--- src/design/sdi_map.vh ---
`ifndef SDI_MAP_VH
`define SDI_MAP_VH

////////////////////////////////////////////////////////////////////////////////
// Register byte addresses on the register bus.
`define SDI_ADDR_W        16
`define SDI_OFS_PENDING   16'ha808
`define SDI_OFS_ENABLE    16'ha848
`define SDI_OFS_TRIGMODE  16'ha854
`define SDI_OFS_FUNC      16'hc854
`define SDI_OFS_TXSTARTA  16'hc800
`define SDI_OFS_TXSTARTB  16'hc804
`define SDI_OFS_TXENDA    16'hc808
`define SDI_OFS_TXENDB    16'hc80c
`define SDI_OFS_TXCOUNT   16'hc810
`define SDI_OFS_RXSTARTA  16'hc814
`define SDI_OFS_RXSTARTB  16'hc818
`define SDI_OFS_RXENDA    16'hc81c
`define SDI_OFS_RXENDB    16'hc820
`define SDI_OFS_RXCOUNTA  16'hc824
`define SDI_OFS_RXCOUNTB  16'hc828
`define SDI_OFS_CTRL      16'hc830
`define SDI_OFS_DMASTAT   16'hc834

////////////////////////////////////////////////////////////////////////////////
// Pending and enable bit positions.
`define SDI_FLAG_W        15
`define SDI_FLAG_RESET    15'h0000
`define SDI_DONE_IDLE     4'hf
`define SDI_BIT_RXVAL     0
`define SDI_BIT_TXFREE    1
`define SDI_BIT_TXIDLE    2
`define SDI_BIT_RXOVF     3
`define SDI_BIT_TXUND     4
`define SDI_BIT_I2C_LO    5
`define SDI_I2C_W         4
`define SDI_BIT_RXULDA    9
`define SDI_BIT_RXULDB    10
`define SDI_BIT_TXULDA    11
`define SDI_BIT_TXULDB    12
`define SDI_BIT_FRMERR    13
`define SDI_BIT_PARERR    14

////////////////////////////////////////////////////////////////////////////////
// Trigger mode, function select and channel control fields.
`define SDI_TRIG_W        3
`define SDI_TRIG_RESET    3'h0
`define SDI_FUNC_W        2
`define SDI_FUNC_OFF      2'h0
`define SDI_FUNC_UART     2'h1
`define SDI_FUNC_SPI      2'h2
`define SDI_FUNC_I2C      2'h3
`define SDI_CTL_RXLOAD_LO 0
`define SDI_CTL_TXLOAD_LO 2
`define SDI_CTL_RXRST     4
`define SDI_CTL_TXRST     5

`endif

--- src/design/sdi_event_detect.v ---
`timescale 1ns/1ps

module sdi_event_detect #(
  parameter         W    = 1,
  // Resting level of each source, so that leaving reset is never taken as an edge.
  parameter [W-1:0] IDLE = {W{1'b0}}
) (
  // Clock and reset
  input  wire         sys_clk,
  input  wire         rstn,
  // Status levels and per-bit mode, 1 selects level
  input  wire [W-1:0] level,
  input  wire [W-1:0] levelMode,
  // One event per rising edge, or every cycle while high
  output wire [W-1:0] evt
);

  reg [W-1:0] prevLevel;

  always @(posedge sys_clk or negedge rstn) begin
    if (!rstn) begin
      prevLevel <= IDLE;
    end else begin
      prevLevel <= level;
    end
  end

  assign evt = (levelMode & level) | (~levelMode & level & ~prevLevel);

endmodule // sdi_event_detect

--- src/design/sdi_dma_channel.v ---
`timescale 1ns/1ps

module sdi_dma_channel #(
  parameter AW    = 16,
  parameter IS_RX = 0
) (
  // Clock and reset
  input  wire                  sys_clk,
  input  wire                  rstn,
  // Software control
  input  wire                  chanReset,
  input  wire [1:0]            loadReq,
  input  wire [1:0]            wrStart,
  input  wire [1:0]            wrEnd,
  input  wire [1:0]            wrCount,
  input  wire [AW-1:0]         wrData,
  // Serial FIFO side
  input  wire                  fifoReady,
  input  wire [7:0]            fifoRdata,
  output reg                   fifoStrobe,
  output reg  [7:0]            dataOut,
  // Memory side
  output reg                   memReq,
  output reg  [AW-1:0]         memAddr,
  input  wire [7:0]            memRdata,
  input  wire                  memAck,
  // Readback
  output wire [2*AW-1:0]       bufStart,
  output wire [2*AW-1:0]       bufEnd,
  output wire [((IS_RX != 0) ? 2 : 1)*AW-1:0] countOut,
  output wire [1:0]            bufActive,
  output wire [1:0]            bufPending
);

  localparam NCNT = (IS_RX != 0) ? 2 : 1;
  localparam [1:0] ST_IDLE = 2'h0;
  localparam [1:0] ST_MEM  = 2'h1;
  localparam [1:0] ST_GAP  = 2'h2;
  localparam [AW-1:0] ONE  = {{(AW-1){1'b0}}, 1'b1};

  reg  [1:0]    state;
  reg           actSel;
  reg           xferSel;
  reg  [1:0]    loaded;
  reg  [AW-1:0] startR [0:1];
  reg  [AW-1:0] endR   [0:1];
  reg  [AW-1:0] cntR   [0:NCNT-1];
  wire [AW-1:0] effCnt [0:1];
  wire [1:0]    unloadNow;
  integer       i;

  genvar g;
  generate
    for (g = 0; g < 2; g = g + 1) begin : gBuf
      localparam [0:0] IDX = g;
      wire [AW:0] reach;
      if (IS_RX != 0) begin : gRx
        assign effCnt[g] = cntR[g];
      end else begin : gTx
        // The shared count belongs to the active buffer; a pending one is at offset zero.
        assign effCnt[g] = (actSel == IDX) ? cntR[0] : {AW{1'b0}};
      end
      assign reach         = {1'b0, startR[g]} + {1'b0, effCnt[g]};
      assign unloadNow[g]  = loaded[g] && (reach > {1'b0, endR[g]});
      assign bufActive[g]  = loaded[g] && (actSel == IDX);
      assign bufPending[g] = loaded[g] && (actSel != IDX);
      assign bufStart[g*AW +: AW] = startR[g];
      assign bufEnd[g*AW +: AW]   = endR[g];
    end
    for (g = 0; g < NCNT; g = g + 1) begin : gCnt
      assign countOut[g*AW +: AW] = cntR[g];
    end
  endgenerate

  always @(posedge sys_clk or negedge rstn) begin
    if (!rstn) begin
      state      <= ST_IDLE;
      actSel     <= 1'b0;
      xferSel    <= 1'b0;
      loaded     <= 2'b00;
      memReq     <= 1'b0;
      memAddr    <= {AW{1'b0}};
      dataOut    <= 8'h00;
      fifoStrobe <= 1'b0;
      for (i = 0; i < 2; i = i + 1) begin
        startR[i] <= {AW{1'b0}};
        endR[i]   <= {AW{1'b0}};
      end
      for (i = 0; i < NCNT; i = i + 1) begin
        cntR[i] <= {AW{1'b0}};
      end
    end else begin
      fifoStrobe <= 1'b0;
      for (i = 0; i < 2; i = i + 1) begin
        if (wrStart[i]) begin
          startR[i] <= wrData;
        end
        if (wrEnd[i]) begin
          endR[i] <= wrData;
        end
      end
      if (chanReset) begin
        state  <= ST_IDLE;
        memReq <= 1'b0;
        loaded <= 2'b00;
        actSel <= 1'b0;
        for (i = 0; i < NCNT; i = i + 1) begin
          cntR[i] <= {AW{1'b0}};
        end
      end else begin
        case (state)
          ST_IDLE: begin
            if (bufActive[actSel] && !unloadNow[actSel] && fifoReady) begin
              xferSel <= actSel;
              memAddr <= startR[actSel] + effCnt[actSel];
              memReq  <= 1'b1;
              state   <= ST_MEM;
              if (IS_RX != 0) begin
                fifoStrobe <= 1'b1;
                dataOut    <= fifoRdata;
              end
            end
          end
          ST_MEM: begin
            if (memAck) begin
              memReq <= 1'b0;
              state  <= ST_GAP;
              cntR[(IS_RX != 0) ? xferSel : 1'b0] <=
                cntR[(IS_RX != 0) ? xferSel : 1'b0] + ONE;
              if (IS_RX == 0) begin
                fifoStrobe <= 1'b1;
                dataOut    <= memRdata;
              end
            end
          end
          // The FIFO status needs a cycle to reflect the last strobe.
          ST_GAP:  state <= ST_IDLE;
          default: state <= ST_IDLE;
        endcase
        for (i = 0; i < 2; i = i + 1) begin
          if (unloadNow[i]) begin
            loaded[i] <= 1'b0;
          end
        end
        if ((!loaded[actSel] || unloadNow[actSel]) && loaded[~actSel] && !unloadNow[~actSel]) begin
          actSel <= ~actSel;
          if (IS_RX == 0) begin
            cntR[0] <= {AW{1'b0}};
          end
        end
        for (i = 0; i < 2; i = i + 1) begin
          if (loadReq[i] || ((IS_RX != 0) && wrCount[i] && !loaded[i])) begin
            loaded[i] <= 1'b1;
            if (!loaded[0] && !loaded[1]) begin
              actSel <= i[0];
            end
          end
          if (loadReq[i] && ((IS_RX != 0) || (!loaded[0] && !loaded[1]))) begin
            cntR[(IS_RX != 0) ? i : 0] <= {AW{1'b0}};
          end
          if ((IS_RX != 0) && wrCount[i]) begin
            cntR[(IS_RX != 0) ? i : 0] <= wrData;
          end
        end
      end
    end
  end

endmodule // sdi_dma_channel

--- src/design/sdi_serial_dma_irq.v ---
// Chosen here: the AHB-Lite interface to the registers.
`timescale 1ns/1ps
`include "sdi_map.vh"

module sdi_serial_dma_irq #(
  parameter AW = 16
) (
  // Clock and reset
  input  wire                    sys_clk,
  input  wire                    rstn,
  // AHB-Lite slave
  input  wire                    hsel,
  input  wire [`SDI_ADDR_W-1:0]  haddr,
  input  wire [1:0]              htrans,
  input  wire                    hwrite,
  input  wire [2:0]              hsize,
  input  wire [31:0]             hwdata,
  input  wire                    hready,
  output reg                     hreadyout,
  output reg  [31:0]             hrdata,
  output reg                     hresp,
  // Serial controller status
  input  wire                    txIdleStatus,
  input  wire                    txSpaceStatus,
  input  wire                    rxValidStatus,
  input  wire                    rxFifoFull,
  input  wire                    rxCharArrive,
  input  wire                    rxCharParityErr,
  input  wire                    rxCharFrameErr,
  input  wire                    txUnderrun,
  input  wire [`SDI_I2C_W-1:0]   i2cEvents,
  // Transmit FIFO push port
  output wire                    txFifoPush,
  output wire [7:0]              txFifoData,
  // Receive FIFO pop port, data shown ahead of the pop
  input  wire [7:0]              rxFifoData,
  output wire                    rxFifoPop,
  // Transmit memory read port
  output wire                    txMemReq,
  output wire [AW-1:0]           txMemAddr,
  input  wire [7:0]              txMemRdata,
  input  wire                    txMemAck,
  // Receive memory write port
  output wire                    rxMemReq,
  output wire [AW-1:0]           rxMemAddr,
  output wire [7:0]              rxMemWdata,
  input  wire                    rxMemAck,
  // Controller function and interrupt
  output reg  [`SDI_FUNC_W-1:0]  functionSelect,
  output reg                     controllerIrqLine
);

  //////////////////////////////////////////////////////////////////////////////
  // Bus slave state.

  reg                    dataPhase;
  reg                    dataWrite;
  reg [`SDI_ADDR_W-1:0]  dataAddr;
  reg [31:0]             readMux;
  wire                   addrTaken;
  wire                   wrEn;

  // Software registers.
  reg  [`SDI_FLAG_W-1:0] irqPending;
  reg  [`SDI_FLAG_W-1:0] irqEnableMask;
  reg  [`SDI_TRIG_W-1:0] irqTriggerMode;
  reg  [`SDI_FLAG_W-1:0] next_irqPending;
  reg  [`SDI_FLAG_W-1:0] eventSet;
  wire [`SDI_FLAG_W-1:0] pendingClear;

  // Channel wiring.
  wire                   wrCtl;
  wire [1:0]             txLoad;
  wire [1:0]             rxLoad;
  wire                   txReset;
  wire                   rxReset;
  wire [1:0]             txWrStart;
  wire [1:0]             txWrEnd;
  wire [1:0]             rxWrStart;
  wire [1:0]             rxWrEnd;
  wire [1:0]             rxWrCount;
  wire [2*AW-1:0]        txStart;
  wire [2*AW-1:0]        txEnd;
  wire [AW-1:0]          txCount;
  wire [2*AW-1:0]        rxStart;
  wire [2*AW-1:0]        rxEnd;
  wire [2*AW-1:0]        rxCount;
  wire [1:0]             txActive;
  wire [1:0]             txPending;
  wire [1:0]             rxActive;
  wire [1:0]             rxPending;
  wire [`SDI_TRIG_W-1:0] statusEvt;
  wire [3:0]             doneEvt;
  wire [31:0]            dmaStatus;

  //////////////////////////////////////////////////////////////////////////////
  // AHB-Lite slave. Writes take no wait state; reads take one, so that a read
  // right behind a write sees the written value.

  assign addrTaken = hsel && htrans[1] && hready;
  assign wrEn      = dataPhase && dataWrite && hreadyout;

  always @(posedge sys_clk or negedge rstn) begin
    if (!rstn) begin
      dataPhase <= 1'b0;
      dataWrite <= 1'b0;
      dataAddr  <= {`SDI_ADDR_W{1'b0}};
      hreadyout <= 1'b1;
      hrdata    <= 32'h00000000;
      hresp     <= 1'b0;
    end else begin
      hresp <= 1'b0;
      if (addrTaken) begin
        dataPhase <= 1'b1;
        dataWrite <= hwrite;
        dataAddr  <= haddr;
        hreadyout <= hwrite;
      end else if (dataPhase && !dataWrite && !hreadyout) begin
        hrdata    <= readMux;
        hreadyout <= 1'b1;
      end else if (hreadyout) begin
        dataPhase <= 1'b0;
      end
    end
  end

  assign dmaStatus = {24'h000000, txPending, txActive, rxPending, rxActive};

  // Unmapped addresses read as zero.
  always @* begin
    readMux = 32'h00000000;
    case (dataAddr)
      `SDI_OFS_PENDING:  readMux = {{(32-`SDI_FLAG_W){1'b0}}, irqPending};
      `SDI_OFS_ENABLE:   readMux = {{(32-`SDI_FLAG_W){1'b0}}, irqEnableMask};
      `SDI_OFS_TRIGMODE: readMux = {{(32-`SDI_TRIG_W){1'b0}}, irqTriggerMode};
      `SDI_OFS_FUNC:     readMux = {{(32-`SDI_FUNC_W){1'b0}}, functionSelect};
      `SDI_OFS_TXSTARTA: readMux = {{(32-AW){1'b0}}, txStart[AW-1:0]};
      `SDI_OFS_TXSTARTB: readMux = {{(32-AW){1'b0}}, txStart[2*AW-1:AW]};
      `SDI_OFS_TXENDA:   readMux = {{(32-AW){1'b0}}, txEnd[AW-1:0]};
      `SDI_OFS_TXENDB:   readMux = {{(32-AW){1'b0}}, txEnd[2*AW-1:AW]};
      `SDI_OFS_TXCOUNT:  readMux = {{(32-AW){1'b0}}, txCount};
      `SDI_OFS_RXSTARTA: readMux = {{(32-AW){1'b0}}, rxStart[AW-1:0]};
      `SDI_OFS_RXSTARTB: readMux = {{(32-AW){1'b0}}, rxStart[2*AW-1:AW]};
      `SDI_OFS_RXENDA:   readMux = {{(32-AW){1'b0}}, rxEnd[AW-1:0]};
      `SDI_OFS_RXENDB:   readMux = {{(32-AW){1'b0}}, rxEnd[2*AW-1:AW]};
      `SDI_OFS_RXCOUNTA: readMux = {{(32-AW){1'b0}}, rxCount[AW-1:0]};
      `SDI_OFS_RXCOUNTB: readMux = {{(32-AW){1'b0}}, rxCount[2*AW-1:AW]};
      `SDI_OFS_DMASTAT:  readMux = dmaStatus;
      default:           readMux = 32'h00000000;
    endcase
  end

  //////////////////////////////////////////////////////////////////////////////
  // Configuration registers.

  always @(posedge sys_clk or negedge rstn) begin
    if (!rstn) begin
      irqEnableMask  <= `SDI_FLAG_RESET;
      irqTriggerMode <= `SDI_TRIG_RESET;
      functionSelect <= `SDI_FUNC_OFF;
    end else if (wrEn) begin
      if (dataAddr == `SDI_OFS_ENABLE) begin
        irqEnableMask <= hwdata[`SDI_FLAG_W-1:0];
      end
      if (dataAddr == `SDI_OFS_TRIGMODE) begin
        irqTriggerMode <= hwdata[`SDI_TRIG_W-1:0];
      end
      if (dataAddr == `SDI_OFS_FUNC) begin
        functionSelect <= hwdata[`SDI_FUNC_W-1:0];
      end
    end
  end

  //////////////////////////////////////////////////////////////////////////////
  // Channel control decode. Load and reset bits act as write-one pulses.

  assign wrCtl   = wrEn && (dataAddr == `SDI_OFS_CTRL);
  assign txLoad  = wrCtl ? hwdata[`SDI_CTL_TXLOAD_LO +: 2] : 2'b00;
  assign rxLoad  = wrCtl ? hwdata[`SDI_CTL_RXLOAD_LO +: 2] : 2'b00;
  assign txReset = wrCtl && hwdata[`SDI_CTL_TXRST];
  assign rxReset = wrCtl && hwdata[`SDI_CTL_RXRST];

  assign txWrStart = {wrEn && (dataAddr == `SDI_OFS_TXSTARTB),
                      wrEn && (dataAddr == `SDI_OFS_TXSTARTA)};
  assign txWrEnd   = {wrEn && (dataAddr == `SDI_OFS_TXENDB),
                      wrEn && (dataAddr == `SDI_OFS_TXENDA)};
  assign rxWrStart = {wrEn && (dataAddr == `SDI_OFS_RXSTARTB),
                      wrEn && (dataAddr == `SDI_OFS_RXSTARTA)};
  assign rxWrEnd   = {wrEn && (dataAddr == `SDI_OFS_RXENDB),
                      wrEn && (dataAddr == `SDI_OFS_RXENDA)};
  assign rxWrCount = {wrEn && (dataAddr == `SDI_OFS_RXCOUNTB),
                      wrEn && (dataAddr == `SDI_OFS_RXCOUNTA)};

  //////////////////////////////////////////////////////////////////////////////
  // DMA channels.

  sdi_dma_channel #(
    .AW    (AW),
    .IS_RX (0)
  ) uTxChannel (
    .sys_clk    (sys_clk),
    .rstn       (rstn),
    .chanReset  (txReset),
    .loadReq    (txLoad),
    .wrStart    (txWrStart),
    .wrEnd      (txWrEnd),
    .wrCount    (2'b00),
    .wrData     (hwdata[AW-1:0]),
    .fifoReady  (txSpaceStatus),
    .fifoRdata  (8'h00),
    .fifoStrobe (txFifoPush),
    .dataOut    (txFifoData),
    .memReq     (txMemReq),
    .memAddr    (txMemAddr),
    .memRdata   (txMemRdata),
    .memAck     (txMemAck),
    .bufStart   (txStart),
    .bufEnd     (txEnd),
    .countOut   (txCount),
    .bufActive  (txActive),
    .bufPending (txPending)
  );

  sdi_dma_channel #(
    .AW    (AW),
    .IS_RX (1)
  ) uRxChannel (
    .sys_clk    (sys_clk),
    .rstn       (rstn),
    .chanReset  (rxReset),
    .loadReq    (rxLoad),
    .wrStart    (rxWrStart),
    .wrEnd      (rxWrEnd),
    .wrCount    (rxWrCount),
    .wrData     (hwdata[AW-1:0]),
    .fifoReady  (rxValidStatus),
    .fifoRdata  (rxFifoData),
    .fifoStrobe (rxFifoPop),
    .dataOut    (rxMemWdata),
    .memReq     (rxMemReq),
    .memAddr    (rxMemAddr),
    .memRdata   (8'h00),
    .memAck     (rxMemAck),
    .bufStart   (rxStart),
    .bufEnd     (rxEnd),
    .countOut   (rxCount),
    .bufActive  (rxActive),
    .bufPending (rxPending)
  );

  //////////////////////////////////////////////////////////////////////////////
  // Event sources.

  sdi_event_detect #(
    .W (`SDI_TRIG_W)
  ) uStatusEvents (
    .sys_clk   (sys_clk),
    .rstn      (rstn),
    .level     ({txIdleStatus, txSpaceStatus, rxValidStatus}),
    .levelMode (irqTriggerMode),
    .evt       (statusEvt)
  );

  // A falling active indication is a rising edge of its inverse.
  sdi_event_detect #(
    .W    (4),
    .IDLE (`SDI_DONE_IDLE)
  ) uDoneEvents (
    .sys_clk   (sys_clk),
    .rstn      (rstn),
    .level     (~{txActive, rxActive}),
    .levelMode (4'h0),
    .evt       (doneEvt)
  );

  always @* begin
    eventSet                                   = `SDI_FLAG_RESET;
    eventSet[`SDI_BIT_RXVAL]                   = statusEvt[0];
    eventSet[`SDI_BIT_TXFREE]                  = statusEvt[1];
    eventSet[`SDI_BIT_TXIDLE]                  = statusEvt[2];
    eventSet[`SDI_BIT_RXOVF]                   = rxCharArrive && rxFifoFull;
    eventSet[`SDI_BIT_TXUND]                   = txUnderrun;
    eventSet[`SDI_BIT_I2C_LO +: `SDI_I2C_W]    = i2cEvents;
    eventSet[`SDI_BIT_RXULDA]                  = doneEvt[0];
    eventSet[`SDI_BIT_RXULDB]                  = doneEvt[1];
    eventSet[`SDI_BIT_TXULDA]                  = doneEvt[2];
    eventSet[`SDI_BIT_TXULDB]                  = doneEvt[3];
    // Character errors only exist in UART framing.
    eventSet[`SDI_BIT_FRMERR] = rxCharArrive && rxCharFrameErr &&
                                (functionSelect == `SDI_FUNC_UART);
    eventSet[`SDI_BIT_PARERR] = rxCharArrive && rxCharParityErr &&
                                (functionSelect == `SDI_FUNC_UART);
  end

  //////////////////////////////////////////////////////////////////////////////
  // Pending flags and interrupt line. A new event beats a same-cycle clear.

  assign pendingClear = (wrEn && (dataAddr == `SDI_OFS_PENDING)) ?
                        hwdata[`SDI_FLAG_W-1:0] : `SDI_FLAG_RESET;

  always @* begin
    next_irqPending = (irqPending & ~pendingClear) | eventSet;
  end

  always @(posedge sys_clk or negedge rstn) begin
    if (!rstn) begin
      irqPending        <= `SDI_FLAG_RESET;
      controllerIrqLine <= 1'b0;
    end else begin
      irqPending        <= next_irqPending;
      controllerIrqLine <= |(next_irqPending & irqEnableMask);
    end
  end

endmodule // sdi_serial_dma_irq

--- config.mk ---
export PLATFORM = sky130hd
export DESIGN_NAME = sdi_serial_dma_irq
export DESIGN_NICKNAME = d
export VERILOG_FILES = /design/src/design/sdi_event_detect.v /design/src/design/sdi_dma_channel.v /design/src/design/sdi_serial_dma_irq.v
export VERILOG_INCLUDE_DIRS = /design/src /design/src/design
export SDC_FILE = /design/constraint.sdc
export NUM_CORES = 1
export LEC_CHECK = 0
export BUFFER_PORTS_ARGS = -buffer_cell sky130_fd_sc_hd__buf_2
export CORE_MARGIN = 3
export CORE_UTILIZATION = 55
export CTS_CLUSTER_SIZE = 30
export DETAILED_ROUTE_END_ITERATION = 10
export GPL_TIMING_DRIVEN = 0
export PLACE_DENSITY = 0.7
export REMOVE_ABC_BUFFERS = 1
export SYNTH_ARGS = -nofsm -noshare
export SYNTH_HDL_FRONTEND = slang
export SYNTH_SLANG_ARGS = --single-unit
--- constraint.sdc ---
create_clock -name sys_clk -period 8.3 [get_ports sys_clk]
set_input_delay 0.83 -clock sys_clk [delete_from_list [all_inputs] [get_ports sys_clk]]
set_output_delay 0.83 -clock sys_clk [all_outputs]
set_load 0.05 [all_outputs]
# Word-level counts from Yosys, hierarchy flattened
# Index checks and enable logic that the tools add are counted.
# Widths: inputs -> output; s select.
[op_classes]
addsub = 8
n_lt_le_gt_ge = 12
n_eq_ne = 25
n_mux = 106
bitwise_logic = 21
reduce_logical = 100
[op_table]
columns = ["operator", "count"]
rows = [
  ["$mux 16", 28],
  ["$eq 16x16->1 const B", 17],
  ["$pmux 16 s16", 1],
  ["$mux 32", 3],
  ["$add 16x16->17", 4],
  ["$gt 17x16->1", 4],
  ["$mux 1", 57],
  ["$logic_and 1x1->1", 52],
  ["$add 16x1->16 const B", 2],
  ["$add 16x16->16", 2],
  ["$bwmux 32", 1],
  ["$and 15x15->15", 2],
  ["$mux 2", 10],
  ["$reduce_and 2->1", 10],
  ["$reduce_bool 3->1", 6],
  ["$demux 16 s1", 1],
  ["$reduce_bool 4->1", 4],
  ["$mux 15", 1],
  ["$not 15->15", 1],
  ["$or 15x15->15", 1],
  ["$reduce_and 3->1", 5],
  ["$reduce_or 15->1", 1],
  ["$logic_not 1->1", 12],
  ["$reduce_bool 5->1", 2],
  ["other kinds (19)", 45],
]
[totals]
reg_bits = 333
input_bits = 88
out_inout_bits = 89
word_cells = 312

# Depth between registers and ports, before layout
[depth]
word_depth = 15
depth_mapped = 28
ltp_nobuf = 23

# Modules after synthesis
# A second synthesis with hierarchy kept.
[hier_totals]
hier_cells = 2363
area_unflattened_um2 = 22082.4
[by_module_without_submodules]
columns = ["mod", "n_inst", "cells_per_inst", "area_per_inst_um2", "seq_area_each_um2"]
rows = [
  ["sdi_dma_channel at uRxChannel", 1, 952, 8911.0, 3203.1],
  ["sdi_dma_channel at uTxChannel", 1, 884, 8056.5, 2777.7],
  ["sdi_serial_dma_irq", 1, 506, 4855.9, 1778.0],
  ["sdi_event_detect at uDoneEvents", 1, 12, 150.1, 105.1],
  ["sdi_event_detect at uStatusEvents", 1, 9, 108.9, 75.1],
]

# Least setup slack after synthesis
# Ideal clock, no wire load.
[synth_path]
path_type = "register -> register"
startpoint = "register uTxChannel.actSel"
endpoint = "register uTxChannel.memAddr[10]"
setup_time_ns = 0.125
arrival_time_ns = 6.146
required_time_ns = 8.175
slack_ns = 2.029
stages_incl_launch_ff = 27
path_buffers = 6
period_less_slack_ns = 6.271
cell_sequence = "dfrtp_1 buf_2 buf_1 buf_1 clkbuf_1 clkbuf_1 nor2b_1 ha_1 fa_1 o221a_2 a21oi_1 o21ai_0 a31oi_1 nand2_1 maj3_1 a21oi_1 xnor2_1 ha_1 nand4_1 or2_2 nor3_1 a21oi_1 nor3_1 a31oi_1 a211oi_4 buf_6 mux2_2"
[synth_between]
elab_chain_len = 10
word_cells_on_any_way = 27
cone_classes = "add/sub: 3; order compare: 2; mux: 12; bitwise: 2; reduce/logical: 8"
[synth_rtl]
columns = ["item", "line_no", "source"]
rows = [
  ["start, declared", "sdi_dma_channel.v:42", "reg actSel;"],
  ["start signal, assigned", "sdi_dma_channel.v:146", "actSel <= ~actSel;"],
  ["start signal, assigned", "sdi_dma_channel.v:155", "actSel <= i[0];"],
  ["$mux 16", "sdi_dma_channel.v:61", "assign effCnt[g] = (actSel == IDX) ? cntR[0] : {AW{1'b0}};"],
  ["$add 16x16->17", "sdi_dma_channel.v:63", "assign reach = {1'b0, startR[g]} + {1'b0, effCnt[g]};"],
  ["$gt 17x16->1", "sdi_dma_channel.v:64", "assign unloadNow[g] = loaded[g] && (reach > {1'b0, endR[g]});"],
  ["$logic_and 1x1->1", "sdi_dma_channel.v:64", ""],
  ["$mux 1 (implied by the code) (2 in series)", "sdi_dma_channel.v:113", "if (bufActive[actSel] && !unloadNow[actSel] && fifoReady) begin"],
  ["$logic_not 1->1", "sdi_dma_channel.v:113", ""],
  ["$logic_and 1x1->1 (2 in series)", "sdi_dma_channel.v:113", ""],
  ["$reduce_and 3->1 (no line)", "--", ""],
  ["end signal, assigned", "sdi_dma_channel.v:82", "memAddr <= {AW{1'b0}};"],
  ["end signal, assigned", "sdi_dma_channel.v:115", "memAddr <= startR[actSel] + effCnt[actSel];"],
  ["end, declared", "sdi_dma_channel.v:24", "output reg [AW-1:0] memAddr,"],
]
# Several ways; a longest one is shown, not always the timed one. The select of a mux whose other input is x is not followed.
# A chain may end at the register's enable or synchronous reset.

# Worst setup path in the final report
[layout_path]
startpoint = "register uTxChannel.actSel"
endpoint = "register uTxChannel.memAddr[12]"
# The elaborated chain is that of the path after synthesis.

==> impl_metrics.env <==
export IMPL_gpl_final_weighted_congestion=0.935
export IMPL_synthesis_area_per_instance_um2=9.30
export IMPL_asyncSetResetFlopFracSynth=1.00
export IMPL_synth_edff_count=0
export IMPL_clock_root_buffer="clkbuf_16"
export IMPL_routed_via_count=18200
export IMPL_fillCellCount=3200
export IMPL_ios=177
export IMPL_finalSetupViolations=0
export IMPL_worst_setup_hold_path_clk_slew_ns=0.06
export IMPL_crit_fanout=32
export IMPL_area_growth_synth_to_final_pct=11.1
export IMPL_final_hold_viol_count=0
export IMPL_post_route_worst_setup_slack_ns=1.11
export IMPL_wl_per_cell_um=22.2
export IMPL_unrepaired_setup_endpoints_after_global_routing="no"
export IMPL_die_h_um=203
export IMPL_io_buffer_count=139
export IMPL_dieWidth_um=203
export IMPL_placed_cells=2827
export IMPL_power_share_sequential=0.344
export IMPL_detail_route_antenna_nets=0
export IMPL_utilization=0.623
export IMPL_max_slew_worst_pin_slew_ns=1.44
export IMPL_skew_ns=0.0174
export IMPL_placement_rows=71
export IMPL_cts_htree_levels=2
export IMPL_min_path_type="in2async"
export IMPL_total_length_of_routed_wires_mm=64.3
export IMPL_die_area_um2=41100
export IMPL_fp_coreArea_um2=37900
export IMPL_final_hold_worst_slack_ns=0.252
export IMPL_grt_pass1_vias=18100
export IMPL_placed_wire_length_estimate_after_detailed_placement_mm=47.9
export IMPL_portion_of_total_power_attributed_to_combinational_logic=0.381
export IMPL_final_layout_size_suffix_gt1_frac=0.192
export IMPL_ys_seq_elements=317
export IMPL_synth_cell_type_count=84
export IMPL_cts_tree="built"
export IMPL_stdcell_count=2894
export IMPL_post_synth_instance_area_um2=21300
export IMPL_final_max_slew_violation_count=0
export IMPL_p_sw_frac=0.401
export IMPL_clockPowerShare=0.275
export IMPL_cts_num_sinks=317
export IMPL_clk_path_buf_depth=3
export IMPL_timing_fmax_ghz=0.139
export IMPL_finalCritPeriodShare=0.866
export IMPL_grt_overflow=0
export IMPL_outcome="complete, no violations"
export IMPL_first_pass_drt_iterations=10
export IMPL_antenna_found_initial=1
export IMPL_cts_resized_gates=0
export IMPL_dominantRegCellSynth="dfrtp_1"
export IMPL_power_report_internal_total_w=0.00361
export IMPL_mostFrequentLayoutCell="dfrtp_1"
export IMPL_worstSetupEndpointType="flop"
export IMPL_dpl_worst_slack_ns=1.16
export IMPL_power_density_nw_per_um2=255
export IMPL_net_load_switching_power_w=0.00242
export IMPL_synth_yosys_warnings=0
export IMPL_grt_util_all_layers=0.313
export IMPL_totalNegativeSetupSlack_ns=0
export IMPL_initial_core_util=0.561
export IMPL_insertion_delay_ns=0.56
export IMPL_fin_nets=2600
export IMPL_reg2regPathDepth=23
export IMPL_ys_seq_area_frac=0.373
export IMPL_drc_errors=0
export IMPL_crit_path_start_kind="flop"
export IMPL_cts_hold_buffers_added=0
export IMPL_detailedRoute_firstIterationViolations=1918
export IMPL_cts_setup_buffers=0
export IMPL_maxSlewHeadroom=0.0352
export IMPL_crit_arrival_ns=7.62
export IMPL_clock_buffers_created_by_tritoncts=37
export IMPL_synth_cells=2289
export IMPL_max_cap_violations=0
export IMPL_power_static_leakage_nw=11.0
export IMPL_vias_per_cell=6.30
export IMPL_grt_start_max_net_pins=123
export IMPL_grt_pass1_wl_mm=101
export IMPL_finalWorstPathRequiredPeriod_ns=7.19
export IMPL_worst_endpoint_required_ns=8.74
export IMPL_worst_ir_drop_vdd_v=0.000244
export IMPL_setup_worst_path_class="reg2reg"
export IMPL_most_common_layout_cells="310 x dfrtp_1, 243 x nand2_1, 175 x mux2_2"
cells in the mapped netlist (6+ instances only):
master	instances	share of area
or3_1	12	0.0035
and2_1	16	0.0047
a22oi_1	63	0.022
nor2_1	150	0.026
buf_1	6	0.0011
a21boi_0	12	0.0042
a22o_1	12	0.0049
xnor2_1	80	0.033
a222oi_1	24	0.011
clkbuf_1	113	0.020
or2_2	10	0.0029
nor3_1	49	0.012
inv_1	117	0.021
nand2b_1	15	0.0044
a221oi_1	15	0.0062
o2111ai_1	8	0.0033
nand3_1	49	0.012
a21oi_1	110	0.026
o221ai_1	6	0.0025
maj3_1	6	0.0028
nor4_1	6	0.0018
a211oi_1	11	0.0039
and3_1	12	0.0035
ha_1	150	0.088
o21bai_1	6	0.0021
nor2b_1	41	0.012
fa_1	6	0.0056
mux2_2	175	0.093
o21ai_0	161	0.038
buf_2	10	0.0024
xor2_1	25	0.010
a211o_1	8	0.0033
mux2_4	16	0.011
mux2i_1	6	0.0028
a32oi_1	13	0.0054
o21a_1	15	0.0053
nand4_1	29	0.0085
a31oi_1	16	0.0047
nand2_1	243	0.043
a21o_1	56	0.020
buf_4	18	0.0064
dfrtp_1	312	0.37
per-layer routing:
layer	vias to the layer above	part of all wire	GRT usage
li1	8327	-	-
met1	8895	0.41	0.414
met2	852	0.46	0.507
met3	147	0.088	0.0624
met4	0	0.040	0.130
met5	-	0	0
power by group through the flow:
stage          clock, W  sequential [W]  combinational, W
2_1_floorplan         0         0.00259           0.00114
3_3_place_gp          0         0.00213           0.00218
3_5_place_dp          0         0.00209           0.00229
4_1_cts         0.00168         0.00207           0.00231
5_1_grt         0.00174         0.00212           0.00250
6_report        0.00166         0.00208           0.00230
layout make-up:
cell class,instances,area [µm²],share of cell area
Antenna cell,1,2.50,0.000106
Sequential cell,317,7940,0.336
Clock buffer,54,1070,0.0452
Timing Repair Buffer,162,1050,0.0446
Inverter,117,439,0.0186
Multi-Input combinational cell,1721,12400,0.523
Clock inverter,11,130,0.00550
Tap cell,511,639,0.0270
sequential cells by signal, summed over array words and instances, names as in the netlist, 3 cells and up:
signal                   flops
irqEnableMask               15
uRxChannel.memAddr          16
uDoneEvents.prevLevel        4
uStatusEvents.prevLevel      3
irqTriggerMode               3
uTxChannel.countOut         16
uRxChannel.dataOut           8
irqPending                  15
uTxChannel.dataOut           8
hrdata                      16
uTxChannel.memAddr          16
uRxChannel.bufStart         32
uTxChannel.bufStart         32
uRxChannel.countOut         32
dataAddr                    16
uRxChannel.bufEnd           32
uTxChannel.bufEnd           32
critical path, stage by stage (launching register included):
cell and delay (ns):
dfrtp_2 0.76, inv_1 0.43, nor2_1 0.28, ha_1 0.27
a21o_1 0.15, maj3_1 0.41, maj3_1 0.39, o221ai_1 0.31
a31o_2 0.25, o22ai_1 0.11, nor3_1 0.21, o21bai_1 0.11
a21oi_1 0.19, xnor2_1 0.09, ha_1 0.32, nand4_1 0.08
nor4_1 0.27, nand4_1 0.20, nand2_1 0.11, a211oi_1 0.06
or4bb_1 0.49, a21o_1 0.29, a211oi_4 0.86, mux2_2 0.42
path summary, 6_finish.rpt:
kind | startpoint | end | slack (ns)
setup / recovery | uTxChannel.actSel | uTxChannel.memAddr[12] | 1.11
hold / removal | rstn | uRxChannel.dataOut[7] | 0.25
setup reg to reg | uTxChannel.actSel | uTxChannel.memAddr[12] | 1.11
hold reg to reg | dataAddr[11] | dataAddr[11] | 0.47
max in group asynchronous | rstn | uTxChannel.memAddr[9] | 6.53
min in group sys_clk | txSpaceStatus | uStatusEvents.prevLevel[1] | 0.45
logic make-up (layout without fill, tap and decap cells):
| group | after synthesis | in the layout | share of synthesized area |
|---|---|---|---|
| buffers and inverters | 267 | 344 | 0.0519 |
| flip-flops | 317 | 317 | 0.373 |
| AO/OA/AOI/OAI | 577 | 577 | 0.182 |
| multiplexers | 197 | 197 | 0.107 |
| AND/OR/NAND/NOR | 663 | 663 | 0.147 |
| XOR/XNOR | 105 | 105 | 0.0432 |
| adder cells (fa/ha/maj) | 162 | 162 | 0.0967 |
| other | 1 | 18 | 0.000176 |
stage by stage:
step	total power (W)	cell area, µm²
after CTS	0.00605	23600
after global routing	0.00636	23600
after detailed placement	0.00439	22400
after global placement	0.00431	22000
after floorplan	0.00373	20700
final	0.00604	23600
Note: power is estimated with default switching activity, not from simulation.
